[src/tmo_pkg.sv]
// Constants and types shared by the timer match-flag and output-select block.
// Assumes an APB slave with 32-bit data and byte addresses.
package tmo_pkg;

  // Register byte offsets
  localparam logic [7:0] TMO_OFS_CSR      = 8'h00;
  localparam logic [7:0] TMO_OFS_IRQ_STAT = 8'h04;
  localparam logic [7:0] TMO_OFS_IRQ_EN   = 8'h08;
  localparam logic [7:0] TMO_OFS_IRQ_CLR  = 8'h0C;
  localparam logic [7:0] TMO_OFS_OBSERVE  = 8'h10;
  localparam int         TMO_ADDR_W       = 8;

  // Control/status field positions
  localparam int TMO_CSR_W       = 8;
  localparam int TMO_BIT_MATCH_B = 7;
  localparam int TMO_BIT_MATCH_A = 6;
  localparam int TMO_BIT_WRAP    = 5;
  localparam int TMO_BIT_RSVD    = 4;
  localparam int TMO_SEL_B_HI    = 3;
  localparam int TMO_SEL_B_LO    = 2;
  localparam int TMO_SEL_A_HI    = 1;
  localparam int TMO_SEL_A_LO    = 0;
  localparam logic TMO_RSVD_VAL  = 1'b1;

  // Interrupt event positions
  localparam int TMO_IRQ_W       = 3;
  localparam int TMO_EV_MATCH_A  = 0;
  localparam int TMO_EV_WRAP     = 1;
  localparam int TMO_EV_MATCH_B  = 2;

  // Output select encodings
  localparam logic [1:0] TMO_OS_KEEP   = 2'h0;
  localparam logic [1:0] TMO_OS_LOW    = 2'h1;
  localparam logic [1:0] TMO_OS_HIGH   = 2'h2;
  localparam logic [1:0] TMO_OS_TOGGLE = 2'h3;

  // Reset values
  localparam logic [1:0]  TMO_SEL_RST  = 2'h0;
  localparam logic        TMO_FLAG_RST = 1'b0;
  localparam logic        TMO_PIN_RST  = 1'b0;
  localparam logic [31:0] TMO_ZERO32   = 32'h0000_0000;

  // Default counter width
  localparam int TMO_CNT_W = 8;

  typedef logic [1:0] tmo_sel_t;

endpackage

[src/tmo_match_det.sv]
// Equality detector between the timer count and one compare constant.
// Assumes count and constant come from logic on the same clock.
`timescale 1ns/1ps
module tmo_match_det
  import tmo_pkg::*;
#(
  parameter int CNT_W = TMO_CNT_W
) (
  input  wire logic             pclk,      // Bus and timer clock
  input  wire logic             presetn,   // Async reset, active low
  input  wire logic [CNT_W-1:0] count,     // Timer count
  input  wire logic [CNT_W-1:0] constant,  // Compare constant
  output logic                  match,     // Level: count equals constant
  output logic                  match_ev   // Pulse: first cycle of equality
);

  typedef struct packed {
    logic prev_match;
  } tmo_det_s;

  tmo_det_s st_r;
  tmo_det_s st_nxt;

  assign match    = (count == constant);
  assign match_ev = match & ~st_r.prev_match;

  always_comb begin
    st_nxt            = st_r;
    st_nxt.prev_match = match;
  end

  always_ff @(posedge pclk or negedge presetn) begin
    if (!presetn) begin
      st_r <= '0;
    end else begin
      st_r <= st_nxt;
    end
  end

endmodule

[src/tmo_match_flags.sv]
// Control/status register of an 8-bit timer: match and wrap flags,
// output-select bits driving the match output pin, interrupt registers.
// Assumes the counter and compare constants are on pclk; APB master on pclk.
//
// Added by the designer: the register offsets and the APB interface to the registers.
`timescale 1ns/1ps

// Behaviour
// The match A flag is set whenever the timer count equals compare constant A.
// The match A flag clears only on a write of 0 after a read that returned it as 1.
// The wrap flag is set when the timer count goes from its maximum to zero.
// The wrap flag clears only on a write of 0 after a read that returned it as 1.
// Bit 4 of the control/status register always reads as 1.
// On a match with constant B, bits 3:2 keep, drive low, drive high or toggle the pin.
// On a match with constant A, bits 1:0 keep, drive low or drive high the pin.
// The wrap flag and the four select bits reset to 0 and are software accessible.
// Bits 1:0 at 11 toggle the pin on each match with constant A.
module tmo_match_flags
  import tmo_pkg::*;
#(
  parameter int CNT_W = TMO_CNT_W
) (
  input  wire logic                  pclk,                // Clock, 10 MHz
  input  wire logic                  presetn,             // Async reset, active low
  input  wire logic                  psel,                // APB select
  input  wire logic                  penable,             // APB access phase
  input  wire logic                  pwrite,              // APB direction, 1 write
  input  wire logic [TMO_ADDR_W-1:0] paddr,               // APB byte address
  input  wire logic [31:0]           pwdata,              // APB write data
  input  wire logic [3:0]            pstrb,               // APB write strobes
  output logic [31:0]                prdata,              // APB read data
  output logic                       pready,              // APB ready
  output logic                       pslverr,             // APB error, unmapped
  input  wire logic [CNT_W-1:0]      timer_count,         // Timer count
  input  wire logic [CNT_W-1:0]      compare_constant_a,  // Compare constant A
  input  wire logic [CNT_W-1:0]      compare_constant_b,  // Compare constant B
  output logic                       match_output_pin,    // Timer output pin
  output logic                       irq                  // Level interrupt
);

  localparam logic [CNT_W-1:0] CNT_MAX  = {CNT_W{1'b1}};
  localparam logic [CNT_W-1:0] CNT_ZERO = {CNT_W{1'b0}};

  typedef struct packed {
    tmo_sel_t               sel_a;
    tmo_sel_t               sel_b;
    logic                   match_a_flag;
    logic                   wrap_flag;
    logic                   arm_a;
    logic                   arm_wrap;
    logic                   pin;
    logic [TMO_IRQ_W-1:0]   irq_stat;
    logic [TMO_IRQ_W-1:0]   irq_en;
    logic [CNT_W-1:0]       prev_count;
    logic                   prev_valid;
    logic [31:0]            rdata;
    logic                   err;
  } tmo_state_s;

  tmo_state_s st_r;
  tmo_state_s st_nxt;

  logic [1:0] match_lvl;
  logic [1:0] match_ev;
  logic [CNT_W-1:0] cmp_const [2];

  assign cmp_const[0] = compare_constant_a;
  assign cmp_const[1] = compare_constant_b;

  // One detector per compare constant
  generate
    for (genvar g = 0; g < 2; g++) begin : g_det
      tmo_match_det #(
        .CNT_W    (CNT_W)
      ) u_det (
        .pclk     (pclk),
        .presetn  (presetn),
        .count    (timer_count),
        .constant (cmp_const[g]),
        .match    (match_lvl[g]),
        .match_ev (match_ev[g])
      );
    end
  endgenerate

  // Pin action for one select code
  function automatic logic pin_action(input tmo_sel_t sel, input logic cur);
    logic res;
    res = cur;
    unique case (sel)
      TMO_OS_KEEP:   res = cur;
      TMO_OS_LOW:    res = 1'b0;
      TMO_OS_HIGH:   res = 1'b1;
      TMO_OS_TOGGLE: res = ~cur;
    endcase
    return res;
  endfunction

  logic                 setup_ph;
  logic                 access_ph;
  logic                 wr_acc;
  logic                 rd_acc;
  logic                 hit_csr;
  logic                 hit_stat;
  logic                 hit_en;
  logic                 hit_clr;
  logic                 hit_obs;
  logic                 mapped;
  logic                 wrap_ev;
  logic                 csr_wr;
  logic                 clr_a;
  logic                 clr_wrap;
  logic [TMO_IRQ_W-1:0] events;
  logic [TMO_CSR_W-1:0] csr_view;
  logic                 pin_tmp;

  assign setup_ph  = psel & ~penable;
  assign access_ph = psel & penable;
  assign wr_acc    = access_ph & pwrite;
  assign rd_acc    = access_ph & ~pwrite;
  assign hit_csr   = (paddr == TMO_OFS_CSR);
  assign hit_stat  = (paddr == TMO_OFS_IRQ_STAT);
  assign hit_en    = (paddr == TMO_OFS_IRQ_EN);
  assign hit_clr   = (paddr == TMO_OFS_IRQ_CLR);
  assign hit_obs   = (paddr == TMO_OFS_OBSERVE);
  assign mapped    = hit_csr | hit_stat | hit_en | hit_clr | hit_obs;

  // Count wrap from all ones to zero, seen across consecutive cycles
  assign wrap_ev = st_r.prev_valid & (st_r.prev_count == CNT_MAX)
                 & (timer_count == CNT_ZERO);

  assign events[TMO_EV_MATCH_A] = match_ev[0];
  assign events[TMO_EV_WRAP]    = wrap_ev;
  assign events[TMO_EV_MATCH_B] = match_ev[1];

  assign csr_wr   = wr_acc & hit_csr & pstrb[0];
  // Clear only after the flag was returned as 1 by a read
  assign clr_a    = csr_wr & ~pwdata[TMO_BIT_MATCH_A] & st_r.arm_a;
  assign clr_wrap = csr_wr & ~pwdata[TMO_BIT_WRAP] & st_r.arm_wrap;

  always_comb begin
    csr_view                  = '0;
    csr_view[TMO_BIT_MATCH_B] = 1'b0;
    csr_view[TMO_BIT_MATCH_A] = st_r.match_a_flag;
    csr_view[TMO_BIT_WRAP]    = st_r.wrap_flag;
    csr_view[TMO_BIT_RSVD]    = TMO_RSVD_VAL;
    csr_view[TMO_SEL_B_HI:TMO_SEL_B_LO] = st_r.sel_b;
    csr_view[TMO_SEL_A_HI:TMO_SEL_A_LO] = st_r.sel_a;
  end

  always_comb begin
    st_nxt  = st_r;
    pin_tmp = st_r.pin;

    // Wrap detection history
    st_nxt.prev_count = timer_count;
    st_nxt.prev_valid = 1'b1;

    // Flags: a set in the clearing cycle wins
    st_nxt.match_a_flag = match_lvl[0] | (st_r.match_a_flag & ~clr_a);
    st_nxt.wrap_flag    = wrap_ev | (st_r.wrap_flag & ~clr_wrap);

    // Arm on read data returned; a control/status write with pstrb[0] set disarms
    if (rd_acc & hit_csr) begin
      st_nxt.arm_a    = st_r.rdata[TMO_BIT_MATCH_A];
      st_nxt.arm_wrap = st_r.rdata[TMO_BIT_WRAP];
    end else if (csr_wr) begin
      st_nxt.arm_a    = 1'b0;
      st_nxt.arm_wrap = 1'b0;
    end

    // Select bits
    if (csr_wr) begin
      st_nxt.sel_b = pwdata[TMO_SEL_B_HI:TMO_SEL_B_LO];
      st_nxt.sel_a = pwdata[TMO_SEL_A_HI:TMO_SEL_A_LO];
    end

    // Pin: A action first, then B action on the result
    if (match_ev[0]) begin
      pin_tmp = pin_action(st_r.sel_a, pin_tmp);
    end
    if (match_ev[1]) begin
      pin_tmp = pin_action(st_r.sel_b, pin_tmp);
    end
    st_nxt.pin = pin_tmp;

    // Interrupt enable and sticky status; set wins over clear
    if (wr_acc & hit_en & pstrb[0]) begin
      st_nxt.irq_en = pwdata[TMO_IRQ_W-1:0];
    end
    if (wr_acc & hit_clr & pstrb[0]) begin
      st_nxt.irq_stat = events | (st_r.irq_stat & ~pwdata[TMO_IRQ_W-1:0]);
    end else begin
      st_nxt.irq_stat = events | st_r.irq_stat;
    end

    // Read data and error prepared in the setup cycle
    if (setup_ph) begin
      st_nxt.rdata = TMO_ZERO32;
      st_nxt.err   = ~mapped;
      if (!pwrite) begin
        if (hit_csr) begin
          st_nxt.rdata[TMO_CSR_W-1:0] = csr_view;
        end else if (hit_stat) begin
          st_nxt.rdata[TMO_IRQ_W-1:0] = st_r.irq_stat;
        end else if (hit_en) begin
          st_nxt.rdata[TMO_IRQ_W-1:0] = st_r.irq_en;
        end else if (hit_obs) begin
          st_nxt.rdata[CNT_W-1:0]         = timer_count;
          st_nxt.rdata[2*CNT_W-1:CNT_W]   = compare_constant_a;
          st_nxt.rdata[3*CNT_W-1:2*CNT_W] = compare_constant_b;
        end
      end
    end else begin
      // Held through the access cycle only, zero again after it
      st_nxt.rdata = TMO_ZERO32;
      st_nxt.err   = 1'b0;
    end
  end

  always_ff @(posedge pclk or negedge presetn) begin
    if (!presetn) begin
      st_r              <= '0;
      st_r.sel_a        <= TMO_SEL_RST;
      st_r.sel_b        <= TMO_SEL_RST;
      st_r.match_a_flag <= TMO_FLAG_RST;
      st_r.wrap_flag    <= TMO_FLAG_RST;
      st_r.pin          <= TMO_PIN_RST;
    end else begin
      st_r <= st_nxt;
    end
  end

  assign prdata           = st_r.rdata;
  assign pready           = access_ph;
  assign pslverr          = access_ph & st_r.err;
  assign match_output_pin = st_r.pin;
  assign irq              = |(st_r.irq_stat & st_r.irq_en);

endmodule

[config.mk]
export PLATFORM = sky130hd
export DESIGN_NAME = tmo_match_flags
export DESIGN_NICKNAME = d
export VERILOG_FILES = /design/src/tmo_pkg.sv /design/src/tmo_match_det.sv /design/src/tmo_match_flags.sv
export SDC_FILE = /design/constraint.sdc
export NUM_CORES = 1
export LEC_CHECK = 0
export ABC_AREA = 1
export BUFFER_PORTS_ARGS = -buffer_cell sky130_fd_sc_hd__buf_2
export CAP_MARGIN = 20
export CORE_MARGIN = 2
export CORE_UTILIZATION = 52
export CTS_CLUSTER_DIAMETER = 50
export DETAILED_ROUTE_END_ITERATION = 6
export GPL_ROUTABILITY_DRIVEN = 0
export PLACE_DENSITY = 0.93
export SYNTH_ARGS = -nofsm -noshare
export SYNTH_HDL_FRONTEND = slang
export SYNTH_SLANG_ARGS = --single-unit
export TNS_END_PERCENT = 30
[constraint.sdc]
create_clock -name pclk -period 1.6 [get_ports pclk]
set_clock_uncertainty 0.15 [all_clocks]
set_input_delay 0.48 -clock pclk [delete_from_list [all_inputs] [get_ports pclk]]
set_output_delay 0.48 -clock pclk [all_outputs]
set_load 0.01 [all_outputs]
==> out/qor.yml <==
clock_tree:
  clock-sinks: 51
  cts_tree: "yes"
  worstSkewPairLatency_ns: 0.31
  cts_made_buffers: 5
  cts_buffer_depth: 2
  clk_pin_slew_ns: 0.09
  htreeDepth: 2
  cts-root-buf: "clkbuf_8"
critical_path:
  critPathMaxStageDelay_ns: 0.42
  worstPathMaxFanout: 3
  path_cells: "nand2_1 -> nand3_2 -> buf_2"
  crit-reg2reg-launch: "st_r[46]"
  worstPathArrival_ns: 1.04
  path_class: "reg -> out"
  r2r_end: "prdata[1]"
  reg2reg_setup_slack_ns: 0.22
  cp_slowest_cell: "dfrtp_1"
  reg2regPathDepth: 6
  cp.required_ns: 0.97
  worstSetupStartpointType: "register"
  end_kind: "output pin"
floorplan:
  chipHeight_um: 76.53
  io_pins: 109
  dieArea_mm2: 0.005856
  die_width_um: 76.53
  rows: 26
  core-area_mm2: 0.005107
  start_util: 0.5355
sta:
  rsz0062_at_grt: "true"
  fin_ws_ns: -0.06926
  layout_min_cycle_time_ns: 1.669
  drv_slew: 0
  tns_ns: -0.06926
  timing.hold.ws_ns: 0.1838
  setup_violations: 1
  finalHoldViolCount: 0
  fin_crit_sh: 1.043
  max_freq_mhz: 599.1
worst_hold_path:
  min_delay_worst_endpoint: "st_r[34]"
  min_from: "timer_count[0]"
  hold_path_depth: 1
  worst_hold_path_type: "in -> reg"
global_route:
  antenna_found_initial: 0
  busiest_layer: "met2"
  grt_pass1_wl_um: 10810
  grt_usage: 0.2322
  first_global_vias: 2393
  use_met2: 0.4142
  grt_max_degree: 40
  overflow: 0
  gr-usage-met1: 0.2676
  grt_util_met3: 0.06280
synthesis:
  syn_area_mm2: 0.002735
  synth_top_cell_area_share: 0.4666
  yosys-top-cells-area: "dfrtp_1 (47%), nand2_1 (14%), buf_4 (8.8%), inv_1 (5.6%), nor2_2 (3.7%)"
  yosysTopAreaCell: "dfrtp_1"
  synth_area_per_cell_um2: 7.951
  seq_area_frac_synth: 0.4666
  synth_warnings: 0
  yosysUniqueCellTypes: 29
  yosys_register_bits: 51
  syn_inst: 344
placed_design:
  dp_cells: 493
  dpl_worst_slack_ns: -0.2235
  dp_hpwl_um: 4819
  io_buffers: 71
power_and_ir_drop:
  comb_power_share: 0.140
  power_switching_uw: 646.3
  p_total_mw: 2.577
  sw_frac_of_total: 0.2508
  p_per_area_mw_per_mm2: 758.0
  sequentialPowerShare: 0.519
  p_leak_nw: 2.054
  peakVddDrop_uv: 370.4
  clockPowerShare: 0.340
  p_int_mw: 1.931
finish:
  layoutNonFillerInstCount: 508
  layout_commonest_cell: "nand2_1"
  antenna-diode-count: 0
  final_cell_mix: "nand2_1 (100), buf_2 (71), dfrtp_1 (51)"
  syn2layout_area_growth_pct: 24.29
  drive_gt1_frac: 0.3858
  num-nets-final: 511
routing:
  wirelength_um: 6559
  wire_per_inst_um: 12.91
  num_vias: 2455
  ant_nets: 0
  drtIter0Drc: 232
  vias_per_cell: 4.833
  first_pass_iters: 4
  drc: 0
flow_run:
  cap_violations: 0
run_status:
  outcome: "finished, violations left"
  violations: "negative setup slack"
registers in the layout, indices dropped and copies added (netlist names):
signal and flops:
match_output_pin 1, csr_view 6, prdata 24, st_r 18, g_det.u_det.st_r 2
cells in the mapped netlist:
library cell,count
clkinv_4,1
inv_2,14
nor2_2,16
o22ai_1,3
nor4_2,1
nor3_2,1
nand2_2,6
a21oi_1,10
nand2_1,101
nor4_4,1
o31ai_1,1
inv_1,41
nand4_1,3
xnor2_1,2
mux2_4,1
nand3_1,10
clkinv_2,1
o21ai_1,6
buf_4,32
o21ai_0,5
nor2_4,3
nor3_1,4
nor2_1,22
conb_1,2
nand3_2,1
and3_1,1
dfrtp_1,51
nand2_4,3
buf_6,1
how the worst max path moves through the flow:
| stage | start | end | slack, ns | cells past startpoint |
|---|---|---|---|---|
| floorplan | paddr[1] | csr_view[3] | 0.03 | 7 |
| global placement | paddr[1] | st_r[44] | -0.10 | 7 |
| detailed placement | paddr[4] | prdata[0] | -0.22 | 7 |
| CTS | st_r[46] | irq | -0.05 | 3 |
| global route | st_r[47] | irq | -0.09 | 3 |
| finish | st_r[45] | irq | -0.07 | 3 |
final cells by class:
cell class                      count  area [um2]
Inverter                           57       220.2
Fill cell                         399        1708
Clock buffer                        6       72.57
Multi-Input combinational cell    210        1027
Tap cell                           70       87.58
Sequential cell                    51        1276
Timing Repair Buffer              113       685.7
Clock inverter                      1       30.03
worst max-delay path, delay by kind of cell (launching register included):
kind                   cells  cell delay [ns]
and+or+nand+nor            2             0.17
DFF                        1             0.42
buffers and inverters      1             0.14
power groups by stage:
stage	combinational, mW	clock [mW]	sequential (mW)
2_1_floorplan	0.165	0	1.36
3_3_place_gp	0.324	0	1.36
3_5_place_dp	0.339	0	1.36
4_1_cts	0.345	0.876	1.34
5_1_grt	0.403	0.944	1.34
6_report	0.362	0.877	1.34
what timing repair did:
| item | in CTS | in global routing |
|---|---|---|
| endpoints found under the hold margin | 12 | 0 |
| gates resized for setup | 0 | 3 |
| hold buffers | 1 | 0 |
| setup endpoints to repair | 1 | 3 |
| buffers inserted | 4 | 3 |
| pin swaps | 2 | 2 |
logic make-up after synthesis:
family                    after synthesis  share of synthesized area
xor gates and xnor gates                2                   0.006406
AOI/OAI and AO/OA                      25                    0.04803
DFF                                    51                     0.4666
and+or+nand+nor                       173                     0.2983
other                                   2                   0.002746
buffers and inverters                  90                     0.1725
muxes                                   1                   0.005488
stage by stage:
step                      area (um2)  utilization
after floorplan                 2761            -
after global placement          3221       0.6306
after detailed placement        3221       0.6306
after CTS                       3363       0.6585
after global routing            3400       0.6656
final                           3400       0.6656
metal layers:
metal	routed length (um)	share of wire
met3	530	0.081
met5	0	0
met1	2497	0.38
met4	201	0.031
met2	3329	0.51
Power figures use the tool's default switching activity.
